[src/core/ocp_pkg.sv]
/*
 * ocp_pkg: constants and types for the optional configuration pin control.
 * assumes one 100 MHz system clock and an active-low asynchronous reset.
 */
package ocp_pkg;
    localparam int unsigned CLK_PERIOD_NS  = 10;
    // user-pin count the override acts on
    localparam int unsigned USER_IO_W      = 8;
    // synchroniser reset levels: restart reads asserted, calibration not done
    localparam logic        SYNC_RST_LO    = 1'b0;
    localparam logic        SYNC_RST_HI    = 1'b1;
    localparam logic [USER_IO_W-1:0] IO_OE_RST   = 8'h00;
    localparam logic [USER_IO_W-1:0] IO_OUT_RST  = 8'h00;
    localparam logic [USER_IO_W-1:0] IO_PULL_RST = 8'hff;
    // internal init sequence length counted in init_tick pulses (start-up clock pin edges or internal oscillator ticks)
    localparam logic [7:0]  INIT_TICKS     = 8'h10;
    localparam logic        INIT_DONE_RST  = 1'b0;
    typedef enum logic [2:0] {
        OCP_RESTART,
        OCP_LOAD_OPT,
        OCP_CONFIG,
        OCP_INIT,
        OCP_WAIT_CAL,
        OCP_USER
    } ocp_state_t;
endpackage : ocp_pkg

[src/core/ocp_ctrl.sv]
/*
 * ocp_ctrl: control of the four optional configuration pins (start-up clock,
 * open-drain init-complete, global output enable, global register clear).
 * assumes option bits arrive from the configuration loader with a load strobe,
 * and the pins come from outside the clock domain.
 */
`timescale 1ns/10ps
// Behaviour
// - with its option on, the start-up clock pin times initialization, otherwise it is user I/O.
// - in active serial mode the serial config clock may be made from the start-up clock pin.
// - while config restart is low the init-complete pin is not driven.
// - init-complete is pulled low once its option bit has been loaded from the first frame.
// - init-complete is released when initialization ends, together with entry to user mode.
// - with calibration gating on, the release waits for termination calibration to complete.
// - with its option on, a low global output enable tri-states every user I/O.
// - with its option on, a low global register clear clears every device register.
// - any optional pin whose option is off is ordinary user I/O.
// - during configuration, unused optional pins are tri-stated with weak pull-ups.
module ocp_ctrl
    import ocp_pkg::*;
(
    input  wire logic                 clk_sys_i,
    input  wire logic                 reset_n_i,
    input  wire logic                 config_restart_n_i,
    input  wire logic                 frame_opts_valid_i,
    input  wire logic                 opt_startup_clock_i,
    input  wire logic                 opt_init_done_i,
    input  wire logic                 opt_cal_gate_i,
    input  wire logic                 opt_global_oe_i,
    input  wire logic                 opt_global_clr_i,
    input  wire logic                 opt_clk_src_user_i,
    input  wire logic                 active_serial_scheme_i,
    input  wire logic                 config_data_done_i,
    input  wire logic                 termination_cal_complete_i,
    input  wire logic                 user_startup_clock_i,
    input  wire logic                 global_output_enable_i,
    input  wire logic                 global_register_clear_n_i,
    input  wire logic [USER_IO_W-1:0] core_io_oe_i,
    input  wire logic [USER_IO_W-1:0] core_io_out_i,
    input  wire logic                 int_osc_tick_i,
    output logic                      init_done_out_o,
    output logic                      init_done_oe_o,
    output logic                      user_mode_o,
    output logic                      serial_config_clock_tick_o,
    output logic [USER_IO_W-1:0]      io_oe_o,
    output logic [USER_IO_W-1:0]      io_out_o,
    output logic [USER_IO_W-1:0]      io_pull_o,
    output logic                      core_reg_clear_o
);
    ocp_state_t state_r;
    ocp_state_t state_nxt;
    logic       restart_n_s;
    logic       uclk_s;
    logic       goe_s;
    logic       gclr_n_s;
    logic       cal_s;
    logic       uclk_d_r;
    logic       uclk_rise;
    logic       init_tick;
    logic [7:0] init_cnt_r;
    logic       opt_init_r;
    logic       opt_uclk_r;
    logic       opt_cal_r;
    logic       opt_goe_r;
    logic       opt_gclr_r;
    logic       opt_src_r;

    // restart held asserted until synced, else the machine visits load right after reset
    ocp_sync #(.RST_VAL(SYNC_RST_LO)) u_sync_rst (
        .clk_sys_i(clk_sys_i), .reset_n_i(reset_n_i),
        .async_i(config_restart_n_i), .sync_o(restart_n_s));
    // low to match uclk_d_r, so reset makes no false start-up clock edge
    ocp_sync #(.RST_VAL(SYNC_RST_LO)) u_sync_uclk (
        .clk_sys_i(clk_sys_i), .reset_n_i(reset_n_i),
        .async_i(user_startup_clock_i), .sync_o(uclk_s));
    ocp_sync #(.RST_VAL(SYNC_RST_HI)) u_sync_goe (
        .clk_sys_i(clk_sys_i), .reset_n_i(reset_n_i),
        .async_i(global_output_enable_i), .sync_o(goe_s));
    ocp_sync #(.RST_VAL(SYNC_RST_HI)) u_sync_gclr (
        .clk_sys_i(clk_sys_i), .reset_n_i(reset_n_i),
        .async_i(global_register_clear_n_i), .sync_o(gclr_n_s));
    ocp_sync #(.RST_VAL(SYNC_RST_LO)) u_sync_cal (
        .clk_sys_i(clk_sys_i), .reset_n_i(reset_n_i),
        .async_i(termination_cal_complete_i), .sync_o(cal_s));

    // the pin clock is sampled, so it must be well below half of clk_sys_i
    always_ff @(posedge clk_sys_i or negedge reset_n_i) begin
        if (!reset_n_i) begin
            uclk_d_r <= 1'b0;
        end else begin
            uclk_d_r <= uclk_s;
        end
    end
    assign uclk_rise = uclk_s & ~uclk_d_r;
    assign init_tick = opt_uclk_r ? uclk_rise : int_osc_tick_i;

    // option bits latched from the first frame; cleared by a restart
    always_ff @(posedge clk_sys_i or negedge reset_n_i) begin
        if (!reset_n_i) begin
            opt_init_r <= 1'b0;
            opt_uclk_r <= 1'b0;
            opt_cal_r  <= 1'b0;
            opt_goe_r  <= 1'b0;
            opt_gclr_r <= 1'b0;
            opt_src_r  <= 1'b0;
        end else if (!restart_n_s) begin
            opt_init_r <= 1'b0;
            opt_uclk_r <= 1'b0;
            opt_cal_r  <= 1'b0;
            opt_goe_r  <= 1'b0;
            opt_gclr_r <= 1'b0;
            opt_src_r  <= 1'b0;
        end else if (state_r == OCP_LOAD_OPT && frame_opts_valid_i) begin
            opt_init_r <= opt_init_done_i;
            opt_uclk_r <= opt_startup_clock_i;
            opt_cal_r  <= opt_cal_gate_i;
            opt_goe_r  <= opt_global_oe_i;
            opt_gclr_r <= opt_global_clr_i;
            opt_src_r  <= opt_clk_src_user_i & active_serial_scheme_i;
        end
    end

    always_comb begin
        state_nxt = state_r;
        case (state_r)
            OCP_RESTART:  if (restart_n_s) state_nxt = OCP_LOAD_OPT;
            OCP_LOAD_OPT: if (frame_opts_valid_i) state_nxt = OCP_CONFIG;
            OCP_CONFIG:   if (config_data_done_i) state_nxt = OCP_INIT;
            OCP_INIT:     if (init_tick && init_cnt_r == INIT_TICKS) begin
                              state_nxt = (opt_cal_r && !cal_s) ? OCP_WAIT_CAL
                                                                : OCP_USER;
                          end
            OCP_WAIT_CAL: if (cal_s) state_nxt = OCP_USER;
            OCP_USER:     state_nxt = OCP_USER;
            default:      state_nxt = OCP_RESTART;
        endcase
        if (!restart_n_s) state_nxt = OCP_RESTART;
    end

    always_ff @(posedge clk_sys_i or negedge reset_n_i) begin
        if (!reset_n_i) begin
            state_r <= OCP_RESTART;
        end else begin
            state_r <= state_nxt;
        end
    end

    always_ff @(posedge clk_sys_i or negedge reset_n_i) begin
        if (!reset_n_i) begin
            init_cnt_r <= 8'h00;
        end else if (state_r != OCP_INIT) begin
            init_cnt_r <= 8'h00;
        end else if (init_tick && init_cnt_r != INIT_TICKS) begin
            init_cnt_r <= init_cnt_r + 8'h01;
        end
    end

    // open drain: the value stays zero, only the enable moves
    always_ff @(posedge clk_sys_i or negedge reset_n_i) begin
        if (!reset_n_i) begin
            init_done_out_o <= 1'b0;
            init_done_oe_o  <= INIT_DONE_RST;
            user_mode_o     <= 1'b0;
        end else begin
            init_done_out_o <= 1'b0;
            init_done_oe_o  <= restart_n_s && opt_init_r && state_nxt != OCP_USER
                               && state_nxt != OCP_RESTART;
            user_mode_o     <= state_nxt == OCP_USER;
        end
    end

    always_ff @(posedge clk_sys_i or negedge reset_n_i) begin
        if (!reset_n_i) begin
            serial_config_clock_tick_o <= 1'b0;
        end else begin
            serial_config_clock_tick_o <= opt_src_r ? uclk_rise : int_osc_tick_i;
        end
    end

    // before user mode every user pin floats with pull-ups
    always_ff @(posedge clk_sys_i or negedge reset_n_i) begin
        if (!reset_n_i) begin
            io_oe_o   <= IO_OE_RST;
            io_out_o  <= IO_OUT_RST;
            io_pull_o <= IO_PULL_RST;
        end else if (state_nxt != OCP_USER) begin
            io_oe_o   <= IO_OE_RST;
            io_out_o  <= IO_OUT_RST;
            io_pull_o <= IO_PULL_RST;
        end else begin
            io_oe_o   <= (opt_goe_r && !goe_s) ? IO_OE_RST : core_io_oe_i;
            io_out_o  <= core_io_out_i;
            io_pull_o <= IO_OUT_RST;
        end
    end

    always_ff @(posedge clk_sys_i or negedge reset_n_i) begin
        if (!reset_n_i) begin
            core_reg_clear_o <= 1'b0;
        end else begin
            core_reg_clear_o <= opt_gclr_r && !gclr_n_s;
        end
    end

    init_low_a: assert property (@(posedge clk_sys_i) disable iff (!reset_n_i)
        (state_r == OCP_CONFIG && opt_init_r && restart_n_s) |=> init_done_oe_o)
        else $error("init-complete not pulled low after option load");
    restart_float_a: assert property (@(posedge clk_sys_i) disable iff (!reset_n_i)
        !restart_n_s |=> !init_done_oe_o)
        else $error("init-complete driven during restart");
    od_value_a: assert property (@(posedge clk_sys_i) disable iff (!reset_n_i)
        init_done_oe_o |-> init_done_out_o == 1'b0)
        else $error("init-complete driven high");
    release_user_a: assert property (@(posedge clk_sys_i) disable iff (!reset_n_i)
        $rose(user_mode_o) && opt_init_r |-> $fell(init_done_oe_o))
        else $error("release not aligned with user mode");
    cal_gate_a: assert property (@(posedge clk_sys_i) disable iff (!reset_n_i)
        (state_r == OCP_WAIT_CAL && !cal_s) |=> !user_mode_o)
        else $error("user mode before calibration done");
    goe_tri_a: assert property (@(posedge clk_sys_i) disable iff (!reset_n_i)
        (opt_goe_r && !goe_s) |=> io_oe_o == IO_OE_RST)
        else $error("outputs driven under global disable");
    gclr_a: assert property (@(posedge clk_sys_i) disable iff (!reset_n_i)
        (opt_gclr_r && !gclr_n_s) |=> core_reg_clear_o)
        else $error("registers not cleared");
    gclr_off_a: assert property (@(posedge clk_sys_i) disable iff (!reset_n_i)
        !opt_gclr_r |=> !core_reg_clear_o)
        else $error("clear acted with option off");
    cfg_pull_a: assert property (@(posedge clk_sys_i) disable iff (!reset_n_i)
        (state_r == OCP_CONFIG) |=> io_pull_o == IO_PULL_RST && io_oe_o == IO_OE_RST)
        else $error("user pins not floating in configuration");
    src_sel_a: assert property (@(posedge clk_sys_i) disable iff (!reset_n_i)
        (!opt_src_r && int_osc_tick_i) |=> serial_config_clock_tick_o)
        else $error("serial clock tick lost");
endmodule : ocp_ctrl

[src/core/ocp_sync.sv]
/*
 * ocp_sync: two-flop synchroniser for a pin level.
 * assumes the input is asynchronous to clk_sys_i.
 */
`timescale 1ns/10ps
module ocp_sync #(
    parameter logic RST_VAL = 1'b1
) (
    input  wire logic clk_sys_i,
    input  wire logic reset_n_i,
    input  wire logic async_i,
    output logic      sync_o
);
    logic meta_r;
    // reset level per instance, so a pin reads as its safe level until synced
    always_ff @(posedge clk_sys_i or negedge reset_n_i) begin
        if (!reset_n_i) begin
            meta_r <= RST_VAL;
            sync_o <= RST_VAL;
        end else begin
            meta_r <= async_i;
            sync_o <= meta_r;
        end
    end
endmodule : ocp_sync

[config.mk]
export PLATFORM = sky130hd
export DESIGN_NAME = ocp_ctrl
export DESIGN_NICKNAME = d
export VERILOG_FILES = /design/src/core/ocp_pkg.sv /design/src/core/ocp_ctrl.sv /design/src/core/ocp_sync.sv
export SDC_FILE = /design/constraint.sdc
export NUM_CORES = 1
export LEC_CHECK = 0
export BUFFER_PORTS_ARGS = -buffer_cell sky130_fd_sc_hd__buf_2
export CORE_MARGIN = 3
export CORE_UTILIZATION = 55
export CTS_BUF_LIST = sky130_fd_sc_hd__clkbuf_16
export CTS_CLUSTER_DIAMETER = 80
export DETAILED_ROUTE_END_ITERATION = 6
export PLACE_DENSITY = 0.88
export SYNTH_ARGS = -nofsm -noshare
export SYNTH_HDL_FRONTEND = slang
export SYNTH_SLANG_ARGS = --single-unit
[constraint.sdc]
create_clock -name clk_sys_i -period 5.55 [get_ports clk_sys_i]
set_clock_uncertainty 0.1 [all_clocks]
set_input_delay 1.11 -clock clk_sys_i [delete_from_list [all_inputs] [get_ports clk_sys_i]]
set_output_delay 1.11 -clock clk_sys_i [all_outputs]
set_load 0.01 [all_outputs]
==> results.py <==
metrics = {
    "floorplan": {
        "core_area_sq_um": 3799,
        "chipHeight_microns": 69.89,
        "die_width_microns": 69.89,
        "initial_core_util": 0.5909,
        "die_area_sq_um": 4884,
        "fp-row-count": 22,
        "ios": 62,
    },
    "route": {
        "ant_nets": 0,
        "first_pass_iters": 4,
        "vias": 1438,
        "remaining_drc_errors": 0,
        "drt-total-wl_microns": 4134,
        "drtIter0Drc": 109,
        "via_per_inst": 5.191,
        "avgRoutedWirePerCell_microns": 14.92,
    },
    "synthesis": {
        "avgSynthCellArea_sq_um": 12.75,
        "synth_edf_count": 0,
        "synth_area_leaders": "dfrtp_1, dfstp_2, nor4b_2",
        "synth.most_common_cell": "dfrtp_1",
        "synth_nets": 211,
        "synth_cells": 176,
        "synth_top_area_frac": 0.4905,
        "synth_warnings": 0,
        "synth-seq-cells": 49,
        "seq_area_frac_synth": 0.5491,
        "syn-cell-area_sq_um": 2245,
        "yosys.cell_types.count": 52,
        "synthTopCellsByCount": "dfrtp_1, nand2_1, nor2b_1",
        "async_flop_share": 1.000,
        "synth_flop_cell": "dfrtp_1",
        "yosys.area.top_type": "dfrtp_1",
    },
    "final_layout": {
        "drive_gt1_frac": 0.4279,
        "multi_input_area_sq_um": 874.6,
        "final_nets": 263,
        "areaGrowthSynthToFinish_pct": 17.61,
        "finalInstanceArea_sq_um": 2640,
        "regArea_sq_um": 1232,
        "n_fill_cell": 274,
        "final_util": 0.6950,
        "n_antenna_cell": 0,
    },
    "sta": {
        "finalSetupTns_ps": 0,
        "fin_crit_sh": 0.5030,
        "setup_violations": 0,
        "relSlewSlack": 0.3139,
        "whs_ps": 251.3,
        "slew_viol_final": 0,
        "final_hold_viol_count": 0,
        "tightest_slew_ps": 1029,
        "max_freq_ghz": 0.3582,
        "rsz0062_at_grt": "false",
        "period_minus_slack_ps": 2791,
    },
    "clocking": {
        "post_cts_resize_count": 0,
        "hold_buffers": 0,
        "cts_setup_buffers": 0,
        "insertion_delay_ps": 280,
        "path_clk_slew_ps": 60,
        "cts.path.max_buffers": 2,
        "cts_made_buffers": 5,
        "cts.sinks": 49,
        "cts_tree": "built",
        "cts_root_buf": "clkbuf_16",
        "cts_max_level": 2,
    },
    "grt": {
        "grt_use_total": 0.1816,
        "grt_max_degree": 50,
        "grt_pass1_vias": 1496,
        "overflow": 0,
        "grt_pass1_wl_microns": 7134,
        "antenna_found_initial": 0,
    },
    "critical_path": {
        "cp.arrival_ps": 2860,
        "cpLargestDelayFamily": "compound AO/OA/AOI/OAI gates",
        "endpoint_kind": "register",
        "slowest_stage": "a221oi_4",
        "critPathBufInv": 1,
        "crit_path_max_incr_delay_ps": 840,
        "path_class": "reg -> reg",
        "path_cells": "inv_1 > ha_1 > nor4bb_1 > o211ai_1 > a221oi_4 > and4bb_2",
        "cp_max_fo": 19,
        "required_ps": 5610,
        "critPathLaunchType": "register",
    },
    "placed_design": {
        "dpl.hpwl_microns": 2910,
        "gp_congestion": 0.9188,
        "portBuffers": 60,
        "placed_area_sq_um": 2494,
    },
    "power": {
        "vdd_ir_drop_max_uv": 213.5,
        "leakage_uw": 0.001245,
        "power_density_nw_per_um2": 273.7,
    },
    "status": {
        "status": "complete, no violations",
    },
    "hold_path": {
        "hp-class": "reg -> reg",
    },
    "flow_run": {
        "max-cap-violations": 0,
    },
}
## final cells by class
| class | instances | share of cell area |
|---|---|---|
| Tap cell | 48 | 0.02275 |
| Multi-Input combinational cell | 105 | 0.3313 |
| Clock inverter | 3 | 0.008057 |
| Clock buffer | 5 | 0.04739 |
| Sequential cell | 49 | 0.4668 |
| Timing Repair Buffer | 60 | 0.1137 |
| Inverter | 7 | 0.009953 |
## power breakdown
group          internal (uW)  switching (uW)  total (uW)
combinational           24.1            32.9        56.9
clock                    168             123         291
sequential               367            8.33         375
total                    558             164         723
## metal layers
| metal | vias up | track usage | share of wire |
|---|---|---|---|
| met4 | 0 | 0.03830 | 0.0046 |
| met3 | 2 | 0.04604 | 0.046 |
| met1 | 683 | 0.2410 | 0.44 |
| li1 | 716 | - | - |
| met2 | 37 | 0.3022 | 0.50 |
| met5 | - | 0 | 0 |
## kinds of logic (layout without fill, tap and decap cells)
family / Yosys count / after routing / synth area share
buffers and inverters: 22 / 75 / 0.06131
AO/OA/AOI/OAI: 23 / 23 / 0.09254
other: 1 / 1 / 0.001671
adder cells (fa/ha/maj): 2 / 2 / 0.01115
multiplexers: 5 / 5 / 0.02230
XOR/XNOR: 5 / 5 / 0.01951
flip-flops: 49 / 49 / 0.5491
AND/OR/NAND/NOR: 69 / 69 / 0.2425
## stage by stage
stage               cells  power, uW  setup WS (ps)
floorplan             176      416.1           3005
global placement      269      436.5           2633
detailed placement    269      439.1           2576
CTS                   277      731.0           2754
global route          277      753.7           2603
finish                277      722.6           2759
## registers in the layout, indices dropped and copies added, names as in the netlist, 3 cells and up
name and cells:
state_r 3, io_out_o 8, init_cnt_r 8, io_oe_o 8
## cell usage in the layout, fill, tap and decap left out, types with 3 or more instances in the layout
| cell type | synthesis | final |
|---|---|---|
| nor2b_1 | 10 | 10 |
| nand2_1 | 13 | 13 |
| dfrtp_1 | 44 | 44 |
| and4bb_2 | 8 | 8 |
| a21oi_1 | 5 | 5 |
| buf_2 | 0 | 60 |
| nor2_1 | 9 | 9 |
| inv_1 | 7 | 7 |
| clkbuf_16 | 0 | 5 |
| nor4b_2 | 7 | 7 |
| dfstp_2 | 5 | 5 |
| mux2i_1 | 5 | 5 |
| xor2_1 | 3 | 3 |
## final timing paths
check / from / endpoint / slack [ps] / cells past startpoint
min reg2reg: u_sync_uclk.meta_r / u_sync_uclk.sync_o / 250 / 0
max in group asynchronous: reset_n_i / init_cnt_r[2] / 3810 / 1
min in group asynchronous: reset_n_i / io_out_o[4] / 910 / 1
max: init_cnt_r[0] / io_out_o[3] / 2760 / 6
max reg2reg: init_cnt_r[0] / io_out_o[3] / 2760 / 6
min: u_sync_uclk.meta_r / u_sync_uclk.sync_o / 250 / 0
Power figures use the tool's default switching activity.
